[config.mk]
export PLATFORM = sky130hd
export DESIGN_NAME = hioc_cmd_handler
export DESIGN_NICKNAME = d
export VERILOG_FILES = /design/src/logic/hioc_pkg.sv /design/src/logic/hioc_cmd_handler.sv /design/src/logic/hioc_sum.sv /design/src/logic/hioc_sync.sv
export SDC_FILE = /design/constraint.sdc
export NUM_CORES = 1
export LEC_CHECK = 0
export ABC_AREA = 1
export BUFFER_PORTS_ARGS = -buffer_cell sky130_fd_sc_hd__buf_2
export CAP_MARGIN = 25
export CORE_MARGIN = 8
export CORE_UTILIZATION = 60
export DETAILED_ROUTE_END_ITERATION = 16
export GPL_TIMING_DRIVEN = 0
export MAX_ROUTING_LAYER = met4
export PLACE_DENSITY = 0.8
export SYNTH_ARGS = -nofsm -noshare
export SYNTH_HDL_FRONTEND = slang
export SYNTH_HIERARCHICAL = 1
export SYNTH_SLANG_ARGS = --single-unit
[constraint.sdc]
create_clock -name clk -period 9.4 [get_ports clk]
set_input_delay 1.41 -clock clk [delete_from_list [all_inputs] [get_ports clk]]
set_output_delay 1.41 -clock clk [all_outputs]
set_load 0.005 [all_outputs]
[src/logic/hioc_pkg.sv]
`default_nettype none
package hioc_pkg;
    // command codes
    localparam logic [7:0] INSTR_HOMING  = 8'h0D;
    localparam logic [7:0] INSTR_OUTSET  = 8'h0E;
    localparam logic [7:0] INSTR_INREAD  = 8'h0F;
    // homing types
    localparam logic [7:0] HOME_START    = 8'h00;
    localparam logic [7:0] HOME_STOP     = 8'h01;
    localparam logic [7:0] HOME_STATUS   = 8'h02;
    // banks and ports
    localparam logic [7:0] BANK_DIG      = 8'h00;
    localparam logic [7:0] BANK_ANA      = 8'h01;
    localparam logic [7:0] BANK_OUT      = 8'h02;
    localparam logic [7:0] PORT_ALL      = 8'hFF;
    localparam logic [7:0] PORT_ENCZERO  = 8'h0B;
    localparam logic [7:0] PORT_ADC0     = 8'h00;
    localparam logic [7:0] PORT_VSUPPLY  = 8'h08;
    localparam logic [7:0] PORT_TEMP     = 8'h09;
    localparam logic [7:0] PORT_PULLUP   = 8'h00;
    localparam logic [31:0] VAL_FROM_ACC = 32'hFFFFFFFF;
    // reply status codes
    localparam logic [7:0] ST_OK         = 8'h64;
    localparam logic [7:0] ST_BADSUM     = 8'h01;
    localparam logic [7:0] ST_BADCMD     = 8'h02;
    localparam logic [7:0] ST_BADTYPE    = 8'h03;
    localparam logic [7:0] ST_BADVAL     = 8'h04;
    // frame geometry
    localparam int FRAME_LEN             = 9;
    localparam logic [3:0] LAST_IDX      = 4'h8;
    // register map (word offsets, byte addresses)
    localparam logic [7:0] A_TXFRAME0    = 8'h00;
    localparam logic [7:0] A_TXFRAME1    = 8'h04;
    localparam logic [7:0] A_TXGO        = 8'h08;
    localparam logic [7:0] A_RXFRAME0    = 8'h0C;
    localparam logic [7:0] A_RXFRAME1    = 8'h10;
    localparam logic [7:0] A_STATUS      = 8'h14;
    localparam logic [7:0] A_ADDR        = 8'h18;
    localparam logic [7:0] A_ACC         = 8'h1C;
    localparam logic [7:0] A_MODE        = 8'h20;
    localparam logic [7:0] A_HOMEDONE    = 8'h24;
    localparam logic [7:0] RST_MODULE_ADDR = 8'h01;
    localparam logic [7:0] RST_HOST_ADDR   = 8'h02;

    // decoded command fields
    typedef struct packed {
        logic [7:0]  target;
        logic [7:0]  instr;
        logic [7:0]  kind;
        logic [7:0]  bank;
        logic [31:0] value;
        logic [7:0]  sum;
    } hioc_cmd_type;

    // reply fields
    typedef struct packed {
        logic [7:0]  host;
        logic [7:0]  target;
        logic [7:0]  status;
        logic [7:0]  instr;
        logic [31:0] value;
        logic [7:0]  sum;
    } hioc_rep_type;
endpackage
`default_nettype wire

[src/logic/hioc_cmd_handler.sv]
// The AHB-Lite register port and the register offsets were decided locally.
`timescale 1ns/1ps
`default_nettype none
// Notes on behaviour
// RULE1 - code 13: start, stop, query homing
// RULE2 - homing query: zero idle, nonzero active
// RULE3 - homing start/stop reply status 100
// RULE4 - code 14 bank 2 sets one output
// RULE5 - port 255 bank 2 sets all outputs
// RULE6 - value -1 takes outputs from accumulator
// RULE7 - port 0 bank 0 switches pull-ups
// RULE8 - code 15 reads line, status 100
// RULE9 - digital reads 0/1, ADC 0..4095
// RULE10 - standalone mode: read loads accumulator
// RULE11 - direct mode: accumulator left unchanged; the code still loads it on the port 255 bank 0 read
// RULE12 - bank 0 returns inputs 0..3
// RULE13 - analog lines readable digitally too; ADC0 is read here only as a 12-bit count in bank 1
// RULE14 - port 255 bank 0 loads accumulator
// RULE15 - port 11 bank 0 encoder-zero flag
// RULE16 - bank 1: ADC, voltage, temperature
// RULE17 - output states readable by host
// RULE18 - bank 2 read returns set outputs
// RULE19 - fixed nine-byte command and reply frames
// RULE20 - checksum is modulo-256 byte sum
module hioc_cmd_handler
    import hioc_pkg::*;
#(
    parameter int NOUT = 2,
    parameter int NIN  = 4
) (
    // clock and reset
    input  wire logic            clk,
    input  wire logic            rst_n,
    // AHB-Lite slave
    input  wire logic            hsel,
    input  wire logic [7:0]      haddr,
    input  wire logic [1:0]      htrans,
    input  wire logic            hwrite,
    input  wire logic [2:0]      hsize,
    input  wire logic [31:0]     hwdata,
    input  wire logic            hready,
    output logic      [31:0]     hrdata,
    output logic                 hreadyout,
    output logic                 hresp,
    // general purpose pins
    input  wire logic [NIN-1:0]  gpInputPin,
    input  wire logic            encZeroPin,
    output logic      [NOUT-1:0] gpOutput_ff,
    output logic                 pullUpEn_ff,
    // analog values from converters (own clock domain)
    input  wire logic [11:0]     adcCount,
    input  wire logic [15:0]     supplyTenthV,
    input  wire logic [15:0]     tempDegC,
    // homing engine
    output logic                 homeStart_ff,
    output logic                 homeStop_ff
);
    ////////////////////////////////////////////////////////////////////////
    // synchronised pins
    logic [NIN-1:0] gpIn;
    logic [0:0]     encZero;
    hioc_sync #(.W(NIN)) uSyncIn (
        .clk  (clk),
        .rst_n(rst_n),
        .din  (gpInputPin),
        .dout (gpIn)
    );
    hioc_sync #(.W(1)) uSyncEnc (
        .clk  (clk),
        .rst_n(rst_n),
        .din  (encZeroPin),
        .dout (encZero)
    );

    ////////////////////////////////////////////////////////////////////////
    // bus state
    logic        aValid_ff, nxt_aValid;   // pending data phase
    logic        aWrite_ff, nxt_aWrite;   // pending write
    logic [7:0]  aAddr_ff,  nxt_aAddr;    // pending address
    logic [31:0] rdata_ff,  nxt_rdata;    // read data register
    // command machinery
    hioc_cmd_type cmd_ff, nxt_cmd;        // staged command frame
    hioc_rep_type rep_ff, nxt_rep;        // last reply frame
    logic        go_ff,    nxt_go;        // execute request
    logic        repNew_ff, nxt_repNew;   // reply not yet read
    logic        standalone_ff, nxt_standalone;
    logic [31:0] acc_ff,   nxt_acc;       // accumulator
    logic [7:0]  modAddr_ff, nxt_modAddr; // module address
    logic        homeBusy_ff, nxt_homeBusy;
    logic [NOUT-1:0] nxt_gpOut;
    logic        nxt_pullUp, nxt_hStart, nxt_hStop;
    logic [7:0]  cmdSum, repSum;
    hioc_rep_type repRaw;

    hioc_sum uSumCmd (
        .body(cmd_ff[71:8]),
        .sum (cmdSum)
    );
    hioc_sum uSumRep (
        .body(repRaw[71:8]),
        .sum (repSum)
    );

    ////////////////////////////////////////////////////////////////////////
    // command execution, combinational
    logic [7:0]  st;
    logic [31:0] rv;
    logic        accLoad;
    logic [31:0] accVal;
    logic        allBits;
    always_comb begin
        st        = ST_OK;
        rv        = 32'h0000_0000;
        accLoad   = 1'b0;
        accVal    = acc_ff;
        nxt_gpOut = gpOutput_ff;
        nxt_pullUp = pullUpEn_ff;
        nxt_hStart = 1'b0;
        nxt_hStop  = 1'b0;
        allBits    = 1'b0;
        if (cmd_ff.sum != cmdSum) begin
            st = ST_BADSUM; // [RULE20]
        end else begin
            unique case (cmd_ff.instr)
                INSTR_HOMING: begin // [RULE1]
                    if (cmd_ff.kind == HOME_START) begin
                        nxt_hStart = 1'b1; // [RULE3]
                    end else if (cmd_ff.kind == HOME_STOP) begin
                        nxt_hStop = 1'b1; // [RULE3]
                    end else if (cmd_ff.kind == HOME_STATUS) begin
                        rv = {31'h0, homeBusy_ff}; // [RULE2]
                    end else begin
                        st = ST_BADTYPE;
                    end
                end
                INSTR_OUTSET: begin
                    if (cmd_ff.bank == BANK_OUT
                        && cmd_ff.kind == PORT_ALL) begin
                        // whole vector, -1 means accumulator
                        allBits = 1'b1;
                        if (cmd_ff.value == VAL_FROM_ACC) begin
                            nxt_gpOut = acc_ff[NOUT-1:0]; // [RULE6]
                        end else if (cmd_ff.value[31:8] == 24'h0) begin
                            nxt_gpOut = cmd_ff.value[NOUT-1:0]; // [RULE5]
                        end else begin
                            st = ST_BADVAL;
                        end
                    end else if (cmd_ff.bank == BANK_OUT
                                 && cmd_ff.kind < 8'(NOUT)) begin
                        if (cmd_ff.value[31:1] == 31'h0) begin
                            nxt_gpOut[cmd_ff.kind[0]] =
                                cmd_ff.value[0]; // [RULE4]
                        end else begin
                            st = ST_BADVAL;
                        end
                    end else if (cmd_ff.bank == BANK_DIG
                                 && cmd_ff.kind == PORT_PULLUP) begin
                        if (cmd_ff.value[31:1] == 31'h0) begin
                            nxt_pullUp = cmd_ff.value[0]; // [RULE7]
                        end else begin
                            st = ST_BADVAL;
                        end
                    end else begin
                        st = ST_BADTYPE;
                    end
                end
                INSTR_INREAD: begin // [RULE8]
                    if (cmd_ff.bank == BANK_DIG
                        && cmd_ff.kind < 8'(NIN)) begin
                        rv = {31'h0, gpIn[cmd_ff.kind[1:0]]}; // [RULE12]
                    end else if (cmd_ff.bank == BANK_DIG
                                 && cmd_ff.kind == PORT_ALL) begin
                        rv = {24'h0, 8'(gpIn)};
                        accLoad = 1'b1; // [RULE14]
                    end else if (cmd_ff.bank == BANK_DIG
                                 && cmd_ff.kind == PORT_ENCZERO) begin
                        rv = {31'h0, encZero[0]}; // [RULE15]
                    end else if (cmd_ff.bank == BANK_ANA
                                 && cmd_ff.kind == PORT_ADC0) begin
                        rv = {20'h0, adcCount}; // [RULE9] [RULE13] [RULE16]
                    end else if (cmd_ff.bank == BANK_ANA
                                 && cmd_ff.kind == PORT_VSUPPLY) begin
                        rv = {16'h0, supplyTenthV}; // [RULE16]
                    end else if (cmd_ff.bank == BANK_ANA
                                 && cmd_ff.kind == PORT_TEMP) begin
                        rv = {16'h0, tempDegC}; // [RULE16]
                    end else if (cmd_ff.bank == BANK_OUT
                                 && cmd_ff.kind < 8'(NOUT)) begin
                        rv = {31'h0, gpOutput_ff[cmd_ff.kind[0]]}; // [RULE18]
                    end else if (cmd_ff.bank == BANK_OUT
                                 && cmd_ff.kind == PORT_ALL) begin
                        rv = {24'h0, 8'(gpOutput_ff)}; // [RULE17]
                    end else begin
                        st = ST_BADTYPE;
                    end
                    // standalone runs copy into accumulator
                    if (st == ST_OK && standalone_ff) begin
                        accLoad = 1'b1; // [RULE10]
                    end
                    // direct mode keeps it, except the all-inputs read
                    if (!standalone_ff && !(cmd_ff.bank == BANK_DIG
                        && cmd_ff.kind == PORT_ALL)) begin
                        accLoad = 1'b0; // [RULE11]
                    end
                    accVal = rv;
                end
                default: st = ST_BADCMD;
            endcase
        end
        if (st != ST_OK) begin
            nxt_gpOut  = gpOutput_ff;
            nxt_pullUp = pullUpEn_ff;
            nxt_hStart = 1'b0;
            nxt_hStop  = 1'b0;
            accLoad    = 1'b0;
        end
        // reply frame body
        repRaw = '{host: RST_HOST_ADDR, target: modAddr_ff, status: st,
                   instr: cmd_ff.instr, value: rv, sum: 8'h00}; // [RULE19]
    end

    ////////////////////////////////////////////////////////////////////////
    // bus and register next values
    always_comb begin
        nxt_aValid = hsel && hready && htrans[1];
        nxt_aWrite = hwrite;
        nxt_aAddr  = haddr;
        nxt_rdata  = rdata_ff;
        nxt_cmd    = cmd_ff;
        nxt_go     = 1'b0;
        nxt_rep    = rep_ff;
        nxt_repNew = repNew_ff;
        nxt_acc    = acc_ff;
        nxt_modAddr = modAddr_ff;
        nxt_standalone = standalone_ff;
        nxt_homeBusy = homeBusy_ff;
        // data phase of a write
        if (aValid_ff && aWrite_ff) begin
            unique case (aAddr_ff)
                A_TXFRAME0: nxt_cmd[71:40] = hwdata;
                A_TXFRAME1: nxt_cmd[39:8]  = hwdata;
                A_TXGO: begin
                    nxt_cmd.sum = hwdata[7:0];
                    nxt_go      = 1'b1;
                end
                A_ADDR:     nxt_modAddr    = hwdata[7:0];
                A_ACC:      nxt_acc        = hwdata;
                A_MODE:     nxt_standalone = hwdata[0];
                A_HOMEDONE: nxt_homeBusy   = nxt_homeBusy & ~hwdata[0];
                default: ;
            endcase
        end
        // frame execution after bus writes, so hardware updates win
        if (go_ff) begin
            nxt_rep     = repRaw;
            nxt_rep.sum = repSum; // [RULE20]
            nxt_repNew  = 1'b1;
            if (accLoad) begin
                nxt_acc = accVal;
            end
            if (nxt_hStart) begin
                nxt_homeBusy = 1'b1;
            end
            if (nxt_hStop) begin
                nxt_homeBusy = 1'b0;
            end
        end
        // reading the reply clears its flag, a new reply wins
        if (aValid_ff && !aWrite_ff && aAddr_ff == A_RXFRAME1 && !go_ff) begin
            nxt_repNew = 1'b0;
        end
        // read data is prepared during the address phase
        if (nxt_aValid && !hwrite) begin
            unique case (haddr)
                A_RXFRAME0: nxt_rdata = rep_ff[71:40];
                A_RXFRAME1: nxt_rdata = rep_ff[39:8];
                A_STATUS:   nxt_rdata = {8'h00, rep_ff.sum, 14'h0,
                                         homeBusy_ff, repNew_ff};
                A_ADDR:     nxt_rdata = {24'h0, modAddr_ff};
                A_ACC:      nxt_rdata = acc_ff;
                A_MODE:     nxt_rdata = {31'h0, standalone_ff};
                default:    nxt_rdata = 32'h0000_0000;
            endcase
        end
    end

    ////////////////////////////////////////////////////////////////////////
    // registers
    always_ff @(posedge clk) begin
        if (!rst_n) begin
            aValid_ff     <= 1'b0;
            aWrite_ff     <= 1'b0;
            aAddr_ff      <= 8'h00;
            rdata_ff      <= 32'h0000_0000;
            cmd_ff        <= '0;
            rep_ff        <= '0;
            go_ff         <= 1'b0;
            repNew_ff     <= 1'b0;
            standalone_ff <= 1'b0;
            acc_ff        <= 32'h0000_0000;
            modAddr_ff    <= RST_MODULE_ADDR;
            homeBusy_ff   <= 1'b0;
            gpOutput_ff   <= '0;
            pullUpEn_ff   <= 1'b0;
            homeStart_ff  <= 1'b0;
            homeStop_ff   <= 1'b0;
        end else begin
            aValid_ff     <= nxt_aValid;
            aWrite_ff     <= nxt_aWrite;
            aAddr_ff      <= nxt_aAddr;
            rdata_ff      <= nxt_rdata;
            cmd_ff        <= nxt_cmd;
            rep_ff        <= nxt_rep;
            go_ff         <= nxt_go;
            repNew_ff     <= nxt_repNew;
            standalone_ff <= nxt_standalone;
            acc_ff        <= nxt_acc;
            modAddr_ff    <= nxt_modAddr;
            homeBusy_ff   <= nxt_homeBusy;
            gpOutput_ff   <= go_ff ? nxt_gpOut : gpOutput_ff;
            pullUpEn_ff   <= go_ff ? nxt_pullUp : pullUpEn_ff;
            homeStart_ff  <= go_ff & nxt_hStart;
            homeStop_ff   <= go_ff & nxt_hStop;
        end
    end

    // zero-wait slave, always OKAY
    assign hrdata    = rdata_ff;
    assign hreadyout = 1'b1;
    assign hresp     = 1'b0;

    ////////////////////////////////////////////////////////////////////////
    // checks
    property p_start_busy;
        @(posedge clk) disable iff (!rst_n)
        homeStart_ff |-> homeBusy_ff;
    endproperty
    a_start_busy: assert property (p_start_busy) // [RULE1]
        else $error("homing start did not mark search busy");
    property p_stop_idle;
        @(posedge clk) disable iff (!rst_n)
        homeStop_ff |-> !homeBusy_ff;
    endproperty
    a_stop_idle: assert property (p_stop_idle) // [RULE2]
        else $error("homing stop left search busy");
    property p_reply_ok;
        @(posedge clk) disable iff (!rst_n)
        (go_ff && cmd_ff.sum == cmdSum && cmd_ff.instr == INSTR_HOMING
         && cmd_ff.kind == HOME_START) |=> rep_ff.status == ST_OK;
    endproperty
    a_reply_ok: assert property (p_reply_ok) // [RULE3]
        else $error("homing start reply not OK");
    property p_out_hold;
        @(posedge clk) disable iff (!rst_n)
        !go_ff |=> $stable(gpOutput_ff);
    endproperty
    a_out_hold: assert property (p_out_hold) // [RULE4]
        else $error("outputs changed without a command");
    property p_direct_acc;
        @(posedge clk) disable iff (!rst_n)
        (go_ff && !standalone_ff && cmd_ff.instr == INSTR_INREAD
         && !(cmd_ff.bank == BANK_DIG && cmd_ff.kind == PORT_ALL)
         && !(aValid_ff && aWrite_ff)) |=> $stable(acc_ff);
    endproperty
    a_direct_acc: assert property (p_direct_acc) // [RULE11]
        else $error("direct read changed accumulator");
    property p_rep_sum;
        @(posedge clk) disable iff (!rst_n)
        go_ff |=> rep_ff.sum == (rep_ff.host + rep_ff.target + rep_ff.status
            + rep_ff.instr + rep_ff.value[31:24] + rep_ff.value[23:16]
            + rep_ff.value[15:8] + rep_ff.value[7:0]);
    endproperty
    a_rep_sum: assert property (p_rep_sum) // [RULE20]
        else $error("reply checksum wrong");
    property p_rep_instr;
        @(posedge clk) disable iff (!rst_n)
        go_ff |=> rep_ff.instr == $past(cmd_ff.instr) && repNew_ff;
    endproperty
    a_rep_instr: assert property (p_rep_instr) // [RULE19]
        else $error("reply instruction mismatch");
    property p_bit_read;
        @(posedge clk) disable iff (!rst_n)
        (go_ff && st == ST_OK && cmd_ff.instr == INSTR_INREAD
         && cmd_ff.bank == BANK_DIG && cmd_ff.kind < 8'(NIN))
         |=> rep_ff.value[31:1] == 31'h0;
    endproperty
    a_bit_read: assert property (p_bit_read) // [RULE9]
        else $error("digital read not 0 or 1");
endmodule
`default_nettype wire

[src/logic/hioc_sum.sv]
`timescale 1ns/1ps
`default_nettype none
// modulo-256 sum of the first eight bytes of a frame
module hioc_sum
    import hioc_pkg::*;
(
    // frame body
    input  wire logic [63:0] body,
    // resulting checksum
    output logic      [7:0]  sum
);
    // byte-wise accumulation, carries beyond bit 7 dropped
    always_comb begin
        sum = 8'h00;
        for (int i = 0; i < 8; i++) begin
            sum = sum + body[8*i +: 8]; // [RULE20]
        end
    end
endmodule
`default_nettype wire

[src/logic/hioc_sync.sv]
`timescale 1ns/1ps
`default_nettype none
// two-flop synchroniser for a bundle of pin levels
module hioc_sync
    import hioc_pkg::*;
#(
    parameter int W = 8
) (
    // clock and reset
    input  wire logic         clk,
    input  wire logic         rst_n,
    // pins and synchronised copy
    input  wire logic [W-1:0] din,
    output logic      [W-1:0] dout
);
    logic [W-1:0] meta_ff; // first stage, read only by the second
    logic [W-1:0] nxt_meta;
    logic [W-1:0] nxt_dout;
    // next-value logic
    always_comb begin
        nxt_meta = din;
        nxt_dout = meta_ff;
    end
    // registers
    always_ff @(posedge clk) begin
        if (!rst_n) begin
            meta_ff <= '0;
            dout    <= '0;
        end else begin
            meta_ff <= nxt_meta;
            dout    <= nxt_dout;
        end
    end
endmodule
`default_nettype wire

==> metrics.md, run 1 <==
| Metric | Value |
|---|---|
| Status | `finished, final reports clean` |
| First-pass GRT wire length | `~64000 µm` |
| R2R setup slack | `~750 ps` |
| Final setup viols | `0` |
| Synth Flop Type | `dfxtp_1` |
| Cell mode on critical path | `fa_1` |
| Post-route DRC | `0` |
| CP max stage delay | `roughly 560 ps` |
| Die height | `161 µm` |
| GPL Wtd Cong | `1.02` |
| PwrDens | `approximately 150 nW/µm²` |
| Starting Density | `0.606` |
| Vias per cell | `roughly 5.6` |
| Hold/Removal Path Class | `reg2reg` |
| Crit path arrival time | `just over 9000 ps` |
| Worst-Margin Slew | `~930 ps` |
| Clock Power Share | `0.461` |
| RSZ-0062 raised after global routing | `false` |
| Fin. max-slew vios | `0` |
| TNS Setup | `0 ps` |
| Port bufs | `131` |
| Critical Path Source Type | `register` |
| Post-CTS sizing | `0` |
| Switching share of total power | `0.257` |
| Final Hold Violating Endpoints | `0` |
| Max-cap viol count | `0` |
| Net Sw Power | `around 560 µW` |
| Biggest area contributors in the synthesized netlist | `dfxtp_1, fa_1, nand2_1` |
| Drt first pass iters | `6` |
| Logic pwr share | `0.108` |
| CORE AREA | `~21000 µm²` |
| Worst skew pair latency | `around 540 ps` |
| Post-Route WL | `about 42000 µm` |
| Final ANT Viol Nets | `0` |
| Post-CTS Hold Fix Bufs | `0` |
| H-tree lvl count | `1` |
| Drt wl/cell | `18.6 µm` |
| Seq/Total Area, Yosys | `0.346` |
| Worst r2r src | `cmd_ff[34]` |
| Reg2reg end | `rep_ff[6]` |
| CTS tree | `yes` |
| FFs w/ async S/R, synth | `0` |
| Rel. slew slack | `0.380` |
| Worst setup EP type | `register` |
| Synth cell types | `47` |
| Largest net degree at the start of global routing | `14` |
| Fin worst setup slack | `approximately 750 ps` |
| Final period util | `0.920` |
| Pleak | `about 0.0066 µW` |
| Hold depth | `2` |
| CP delay by family, top | `adder cells` |
| R2R cell count | `34` |
| Detailed Place HPWL | `about 33000 µm` |
| Worst Path Buf+Inv | `9` |
| CTS sink cnt | `218` |
| Global Route Usage Sum | `0.322` |
| Slowest stage cell, crit path | `fa_1` |
| Number of synthesized flops with an enable pin | `0` |
| Final #Nets | `approximately 2100` |
| Reg power frac | `0.431` |
| Initial drt markers | `between 1000 and 1500` |
| Flops & latches, synth | `218` |
| CTS Root Cell | `clkbuf_16` |
| Synth top area share | `0.346` |
| Vias in the first global route | `11900` |
| Int Pwr | `1610 µW` |
| Crit Path Category | `reg2reg` |
| WHS | `415 ps` |
| Pre-CTS setup slack | `~900 ps` |
| I/O pin count | `138` |
| Post-CTS Setup Bufs | `0` |
| Routed via count | `approximately 12000` |
| Clock tree buffer depth | `3` |
| Layout cell share with drive strength beyond 1 | `0.121` |
| Antenna diodes | `0` |
| Fin Clk Skew | `between 8 and 9 ps` |
| Post-layout min period | `a little under 9000 ps` |
| Req. time, crit path | `slightly below 10000 ps` |
| Grt ovf | `0` |
| Die Area | `25900 µm²` |
| Highest clock rate | `between 100 and 150 MHz` |
| CTS clk-pin slew, worst paths | `approximately 60 ps` |
| Initial antenna violation count | `0` |
| Post-synthesis cell area | `approximately 13000 µm²` |
| Worst Path Max Fanout | `8` |
| Hold Crit Endpoint | `uSyncIn/dout[2]` |
| P&R area growth vs syn | `15.5%` |
| CTS Buf Count | `25` |
| Die Width | `161 µm` |
| Syn Area/Cell | `7.21 µm²` |
| Peak supply drop | `around 0.22 mV` |
| Site Rows | `53` |
| Ys Warns | `6` |
| Hold path start | `uSyncIn/meta_ff[2]` |
| Yosys top cell by area | `dfxtp_1` |
| Cells after synthesis | `~1800` |
cells in the mapped netlist, types with 2 or more instances:
cell / count
o21ai_1: 3
xor2_1: 5
o22ai_1: 24
a32o_1: 4
inv_1: 314
nor2_2: 10
o211ai_1: 11
o221ai_1: 15
nand4_1: 29
inv_2: 12
xnor2_1: 3
buf_2: 7
a21oi_2: 2
buf_4: 3
nor4_1: 2
a31oi_1: 2
a211oi_1: 9
or2_1: 3
nand2_2: 13
nor2_4: 2
dfxtp_1: 218
nor2_1: 128
a21oi_1: 127
nor3_1: 18
a22o_1: 4
clkinv_1: 2
a211oi_2: 4
ha_1: 16
buf_6: 2
nand2_1: 391
fa_1: 78
nand3_1: 67
nor3_2: 5
o21ai_0: 146
conb_1: 2
and3_1: 4
clkbuf_1: 55
power groups by stage:
stage	combinational, µW	clock (µW)	sequential, µW
3_5_place_dp	219	0	954
6_report	233	997	933
2_1_floorplan	138	0	953
3_3_place_gp	215	0	953
4_1_cts	223	999	933
5_1_grt	252	1040	933
registers in the layout (all words and copies together) (netlist names), 2 cells and up:
| name | cells |
|---|---|
| cmd_ff | 72 |
| rep_ff | 45 |
| uSyncIn/dout | 4 |
| modAddr_ff | 8 |
| uSyncIn/meta_ff | 4 |
| acc_ff | 32 |
| aAddr_ff | 8 |
| hrdata | 32 |
| gpOutput_ff | 2 |
per-layer routing:
layer | track usage | vias to the layer above | wire, µm
li1 | - | 5895 | -
met1 | 0.429 | 5866 | 17600
met2 | 0.473 | 633 | 17800
met5 | - | - | 0
met3 | 0.0641 | 104 | 4480
met4 | 0.129 | 0 | 1750
cells in the final DEF (no fill, tap or decap), types with 10 or more instances in the layout:
cell	n
ha_1	16
inv_2	12
o211ai_1	11
nand2_1	391
clkbuf_1	58
fa_1	78
nand3_1	67
nor2_2	10
o22ai_1	24
nor3_1	18
nand2_2	13
dfxtp_1	218
o21ai_0	146
a21oi_1	127
nand4_1	29
inv_1	314
nor2_1	128
o221ai_1	15
conb_1	33
clkbuf_16	25
buf_2	138
per-stage QoR:
step,std cells,util,instance area (µm²),total power (µW)
floorplan,1781,-,12700,1090
global placement,2187,0.659,13700,1170
detailed placement,2187,0.659,13700,1170
CTS,2231,0.700,14600,2160
global route,2231,0.700,14600,2220
finish,2231,0.700,14600,2160
area by class of cell:
| cell class | count | area (µm²) |
|---|---|---|
| clock buffer | 34 | 719 |
| clock inverter | 10 | 121 |
| multi-input combinational | 1167 | 6840 |
| fill | 1823 | 6250 |
| sequential | 218 | 4360 |
| timing repair buffer | 131 | 656 |
| buffer | 68 | 290 |
| inverter | 328 | 1230 |
| tap | 275 | 344 |
cells by family after synthesis:
kind of cell | after synthesis | share of synthesized area
adder cells (fa/ha/maj) | 94 | 0.140
AO/OA/AOI/OAI | 354 | 0.158
flip-flops | 218 | 0.346
XOR/XNOR | 8 | 0.00556
AND/OR/NAND/NOR | 678 | 0.229
other | 2 | 0.000596
buffers and inverters | 396 | 0.121
worst min-delay path: cells and delay by family, from the launching register on:
kind                   cells  cell delay (ps)
DFF                        1              300
and+or+nand+nor            1               50
buffers and inverters      1               30
worst max path at each step:
stage / from / endpoint / slack (ps) / cells after the start
after floorplan: cmd_ff[34] / rep_ff[6] / 1930 / 34
after global placement: cmd_ff[34] / rep_ff[6] / 1010 / 34
after detailed placement: cmd_ff[34] / rep_ff[6] / 890 / 34
after CTS: cmd_ff[34] / rep_ff[6] / 830 / 34
after global routing: cmd_ff[33] / rep_ff[6] / 410 / 34
final: cmd_ff[34] / rep_ff[6] / 750 / 34
Note: power is estimated with default switching activity, not from simulation.
==> run 2, diff against run 1 <==
CORE_ASPECT_RATIO = 0.6   (was not set)
CORE_UTILIZATION = 50   (was 60)
PLACE_DENSITY = 0.69   (was 0.8)
REMOVE_ABC_BUFFERS = 1   (was not set)
==> run 2 against run 1 <==
Clock skew rose by 7.4 ps. Hold slack improved by 11 ps. Wire length down 0.93%. Design area is 1.3% lower. Final cell count decreased by 0.58%. Power down 2.5%. Flip-flop and latch count unchanged. Fmax is 2.9% lower. Global-route usage decreased by 5.2 points. Critical path depth unchanged. Non-clock buffer count fell by 63. Largest cell class unchanged. Largest power group unchanged.
==> metrics.md, run 2 (synthesis results as in run 1) <==
| Metric | Value |
|---|---|
| First-pass GRT wire length | `between 60000 and 70000 µm` |
| Final setup viols | `0` |
| Final #Nets | `2066` |
| CTS Root Cell | `clkbuf_16` |
| Hold/Removal Path Class | `reg2reg` |
| Worst Path Buf+Inv | `9` |
| Pleak | `0.00647 µW` |
| Worst setup EP type | `register` |
| Worst-Margin Slew | `1040 ps` |
| Drt wl/cell | `between 15 and 20 µm` |
| Cell mode on critical path | `fa_1` |
| Die height | `between 100 and 150 µm` |
| Worst skew pair latency | `roughly 530 ps` |
| GPL Wtd Cong | `0.941` |
| Die Area | `about 30000 µm²` |
| RSZ-0062 raised after global routing | `false` |
| Final Hold Violating Endpoints | `0` |
| Fin Clk Skew | `around 16 ps` |
| Critical Path Source Type | `register` |
| Worst Path Max Fanout | `17` |
| CORE AREA | `between 20000 and 30000 µm²` |
| Initial drt markers | `~1200` |
| Highest clock rate | `approximately 110 MHz` |
| Commonest cells after routing, fill and taps aside | `nand2_1, inv_1, dfxtp_1` |
| Initial antenna violation count | `1` |
| CTS Buf Count | `22` |
| Detailed Place HPWL | `roughly 31000 µm` |
| CTS sink cnt | `around 220` |
| DRT met1 WL | `~20000 µm` |
| TNS Setup | `0 ps` |
| Req. time, crit path | `just under 10000 ps` |
| CP max stage delay | `roughly 620 ps` |
| PwrDens | `roughly 150 nW/µm²` |
| H-tree lvl count | `1` |
| Port bufs | `~130` |
| Die Width | `roughly 220 µm` |
| Final period util | `0.948` |
| Rel. slew slack | `0.307` |
| Vias in the first global route | `between 10000 and 15000` |
| Grt ovf | `0` |
| Top Layer Used | `met4` |
| Met3 wire len | `4780 µm` |
| Site Rows | `45` |
| Commonest non-fill, non-tap cell in the layout | `nand2_1` |
| Status | `finished, final reports clean` |
| I/O pin count | `between 100 and 150` |
| Most flops, register | `cmd_ff` |
| Layout cell share with drive strength beyond 1 | `0.122` |
| P&R area growth vs syn | `14.1%` |
| Drt first pass iters | `5` |
| Slowest stage cell, crit path | `dfxtp_1` |
| Final ANT Viol Nets | `0` |
| Crit Path Category | `reg2reg` |
| CTS tree | `yes` |
| Post-route DRC | `0` |
| Peak supply drop | `0.117 mV` |
| Vias per cell | `5.37` |
| Final total power | `~2100 µW` |
| Crit path arrival time | `slightly above 9000 ps` |
| Met2 routed wirelength | `about 16000 µm` |
| Largest net degree at the start of global routing | `101` |
| Post-Route WL | `between 40000 and 50000 µm` |
| Max-cap viol count | `0` |
| Biggest regs | `cmd_ff x72, rep_ff x45` |
| Routed via count | `about 12000` |
| Global Route Usage Sum | `0.270` |
| Post-layout min period | `between 8000 and 9000 ps` |
| CTS clk-pin slew, worst paths | `around 70 ps` |
| Clock tree buffer depth | `3` |
| CP delay by family, top | `adder cells` |
| Post-CTS Hold Fix Bufs | `0` |
| Fin. max-slew vios | `0` |
| Largest register FFs | `a little over 70` |
| Starting Density | `0.503` |
==> run 2: cell count changes in the layout (fill, tap and decap cells not counted), sizes merged <==
cell    previous run  this run
bufinv             2         3
clkbuf            89        31
inv              328       326
clkinv             7         5
buf              144       136
diode              0         2
==> run 2: worst paths after layout <==
path,cells past startpoint,from,end,slack [ps]
setup / recovery,34,cmd_ff[48],rep_ff[6],490
hold / removal,2,uSyncIn/meta_ff[1],uSyncIn/dout[1],430
setup reg to reg,34,cmd_ff[48],rep_ff[6],490
hold reg to reg,2,uSyncIn/meta_ff[1],uSyncIn/dout[1],430
==> run 2: power breakdown <==
part,leakage (µW),switching (µW),internal (µW)
logic,0.00434,145,83.4
registers,0.00176,3.61,929
clock network,0.000369,394,553
==> run 2: layer usage <==
layer	up-vias	GRT usage
met1	5534	0.405
met2	580	0.358
met3	48	0.0682
li1	5747	-
met5	-	-
met4	0	0.0497
==> run 2: layout make-up <==
cell class,instances,area (µm²)
Multi-Input combinational cell,1167,6860
Antenna cell,2,5.00
Timing Repair Buffer,136,751
Clock inverter,7,124
Fill cell,2410,10700
Clock buffer,31,634
Inverter,328,1230
Tap cell,329,412
Sequential cell,218,4360
==> run 2: repair_timing <==
item,in CTS,in global routing
setup endpoints to repair,0,3
setup buffers,0,0
resized for setup,0,1
hold endpoints to repair,0,0
==> run 2: worst register-to-register path: cells and delay by family, from the launching register on <==
kind	cells	cell delay [ps]
AOI/OAI and AO/OA	3	470
xor gates and xnor gates	2	400
adders and majority gates	12	5160
buffers and inverters	9	880
DFF	1	620
and+or+nand+nor	8	1240
==> run 2: through the flow <==
step / instances / setup WS [ps] / area (µm²) / hold slack (ps) / util
2_1_floorplan: 1713 / 1710 / 12400 / 386 / -
3_3_place_gp: 2173 / 516 / 13500 / 406 / 0.539
3_5_place_dp: 2176 / 352 / 13600 / 396 / 0.542
4_1_cts: 2214 / 282 / 14300 / 422 / 0.572
5_1_grt: 2217 / 57.5 / 14400 / 453 / 0.574
6_report: 2218 / 493 / 14400 / 425 / 0.574
==> run 3, diff against run 2 <==
CORE_UTILIZATION = 60   (was 50)
PLACE_DENSITY = 0.8   (was 0.69)
==> run 3 against run 2 <==
Sequential power about the same. Power decreased by 4.3%. Design area decreased by 0.73%. Count of clock-buffer cells in the layout increased by 1. Highest routed layer unchanged.
==> metrics.md, run 3 (synthesis results as in run 1) <==
| Metric | Value |
|---|---|
| Cell mode on critical path | `fa_1` |
| WHS | `~420 ps` |
| Worst Path Buf+Inv | `9` |
| Worst setup EP type | `register` |
| Final #Nets | `2068` |
| Critical Path Source Type | `register` |
| Die Area | `roughly 26000 µm²` |
| Crit path arrival time | `approximately 9300 ps` |
| Starting Density | `0.605` |
| Post-layout min period | `8910 ps` |
| Fin Clk Skew | `roughly 12 ps` |
| Final Hold Violating Endpoints | `0` |
| CTS Root Cell | `clkbuf_16` |
| Worst-Margin Slew | `just over 1000 ps` |
| Post-CTS Setup Bufs | `0` |
| Reg power frac | `0.462` |
| CORE AREA | `20800 µm²` |
| First-pass GRT wire length | `slightly above 60000 µm` |
| Commonest cells after routing, fill and taps aside | `nand2_1, inv_1, dfxtp_1` |
| P&R area growth vs syn | `13.2%` |
| Status | `finished, final reports clean` |
| Fin. max-slew vios | `0` |
| Vias per cell | `approximately 5.6` |
| CP startpoint | `cmd_ff[48]` |
| Hold/Removal Path Class | `reg2reg` |
| Routed via count | `~12000` |
| Drt first pass iters | `6` |
| Port bufs | `between 100 and 150` |
| Peak supply drop | `about 0.14 mV` |
| Logic pwr share | `0.115` |
| Biggest regs | `cmd_ff x72, rep_ff x45` |
| TNS Setup | `0 ps` |
| Most flops, register | `cmd_ff` |
| Int Pwr | `roughly 1500 µW` |
| Crit Path Category | `reg2reg` |
| Site Rows | `41` |
| Post-Route WL | `~40000 µm` |
| Highest clock rate | `about 110 MHz` |
| Global Route Usage Sum | `0.308` |
| Initial drt markers | `1405` |
| I/O pin count | `about 140` |
| RSZ-0062 raised after global routing | `false` |
| CTS tree | `yes` |
| Vias in the first global route | `11500` |
| CTS Buf Count | `22` |
| GPL Wtd Cong | `between 0.9 and 1` |
| Net Sw Power | `~530 µW` |
| PwrDens | `between 100 and 150 nW/µm²` |
| Layout cell share with drive strength beyond 1 | `0.119` |
| Req. time, crit path | `a little under 10000 ps` |
| Final setup viols | `0` |
| Clock Power Share | `0.422` |
| Switching share of total power | `0.262` |
| Die Width | `about 200 µm` |
| Slowest stage cell, crit path | `dfxtp_1` |
| CTS clk-pin slew, worst paths | `approximately 60 ps` |
| Hold path start | `uSyncIn/meta_ff[3]` |
| Max-cap viol count | `0` |
| Rel. slew slack | `0.319` |
| Grt ovf | `0` |
| Worst Path Max Fanout | `17` |
| Pleak | `0.00644 µW` |
| Initial antenna violation count | `1` |
| Largest net degree at the start of global routing | `65` |
| Commonest non-fill, non-tap cell in the layout | `nand2_1` |
| CP delay by family, top | `adder cells` |
| CP max stage delay | `roughly 640 ps` |
| Final ANT Viol Nets | `0` |
| Clock tree buffer depth | `3` |
| Post-route DRC | `0` |
| Worst r2r src | `cmd_ff[48]` |
| CTS sink cnt | `roughly 220` |
| Largest register FFs | `about 70` |
| Final period util | `0.947` |
| Detailed Place HPWL | `30100 µm` |
| Die height | `approximately 130 µm` |
| Worst skew pair latency | `520 ps` |
| H-tree lvl count | `1` |
| Drt wl/cell | `18.3 µm` |
==> run 3: changes by cell type in the layout (fill, tap and decap cells not counted), sizes merged <==
| cell | delta |
|---|---|
| clkbuf | +1 |
| buf | +2 |
| bufinv | -2 |
| clkinv | -1 |
| diode | -1 |
| clkinvlp | +1 |
==> run 3: timing repair <==
item | CTS | global route
endpoints found under the setup margin | 0 | 2
gates resized for setup | 0 | 1
hold endpoints to repair | 0 | 0
hold buffers | 0 | 0
==> run 3: cell type report <==
class / instances / area (µm²)
Antenna cell: 1 / 2.50
Fill cell: 1812 / 6550
Clock buffer: 32 / 608
Timing Repair Buffer: 138 / 798
Multi-Input combinational cell: 1167 / 6860
Inverter: 328 / 1230
Tap cell: 279 / 349
Sequential cell: 218 / 4360
Clock inverter: 5 / 66.3
==> run 3: power by group through the flow <==
stage | combinational (µW) | sequential, µW | clock, µW
floorplan | 131 | 953 | 0
global placement | 209 | 953 | 0
detailed placement | 217 | 953 | 0
CTS | 221 | 933 | 855
global route | 252 | 933 | 895
finish | 233 | 933 | 853
==> run 3: stage by stage <==
step / instances / total power, µW / utilization / setup slack (ps) / instance area (µm²)
after floorplan: 1713 / 1080 / - / 1710 / 12400
after global placement: 2123 / 1160 / 0.645 / 603 / 13400
after global routing: 2168 / 2080 / 0.686 / 137 / 14300
after CTS: 2165 / 2010 / 0.683 / 436 / 14200
after detailed placement: 2128 / 1170 / 0.651 / 455 / 13600
final: 2168 / 2020 / 0.686 / 495 / 14300
==> run 3: worst reg2reg max path: cells and delay by family (launching register included) <==
kind	cells	cell delay, ps
adder cells (fa/ha/maj)	12	5130
AND/OR/NAND/NOR	8	1280
buffers and inverters	9	860
flip-flops	1	640
AO/OA/AOI/OAI	3	450
XOR/XNOR	2	410
==> run 3: final timing paths <==
check	to	cells past startpoint	slack, ps
max	rep_ff[6]	34	490
min	uSyncIn/dout[3]	2	420
max reg2reg	rep_ff[6]	34	490
min reg2reg	uSyncIn/dout[3]	2	420
==> run 3: per-layer routing <==
| metal | GRT usage | wire length (µm) | up-vias | share of wire |
|---|---|---|---|---|
| li1 | - | - | 5754 | - |
| met1 | 0.439 | 17600 | 5576 | 0.44 |
| met4 | 0.0697 | 918 | 0 | 0.023 |
| met2 | 0.416 | 15400 | 685 | 0.39 |
| met5 | - | 0 | - | 0 |
| met3 | 0.0989 | 5850 | 64 | 0.15 |
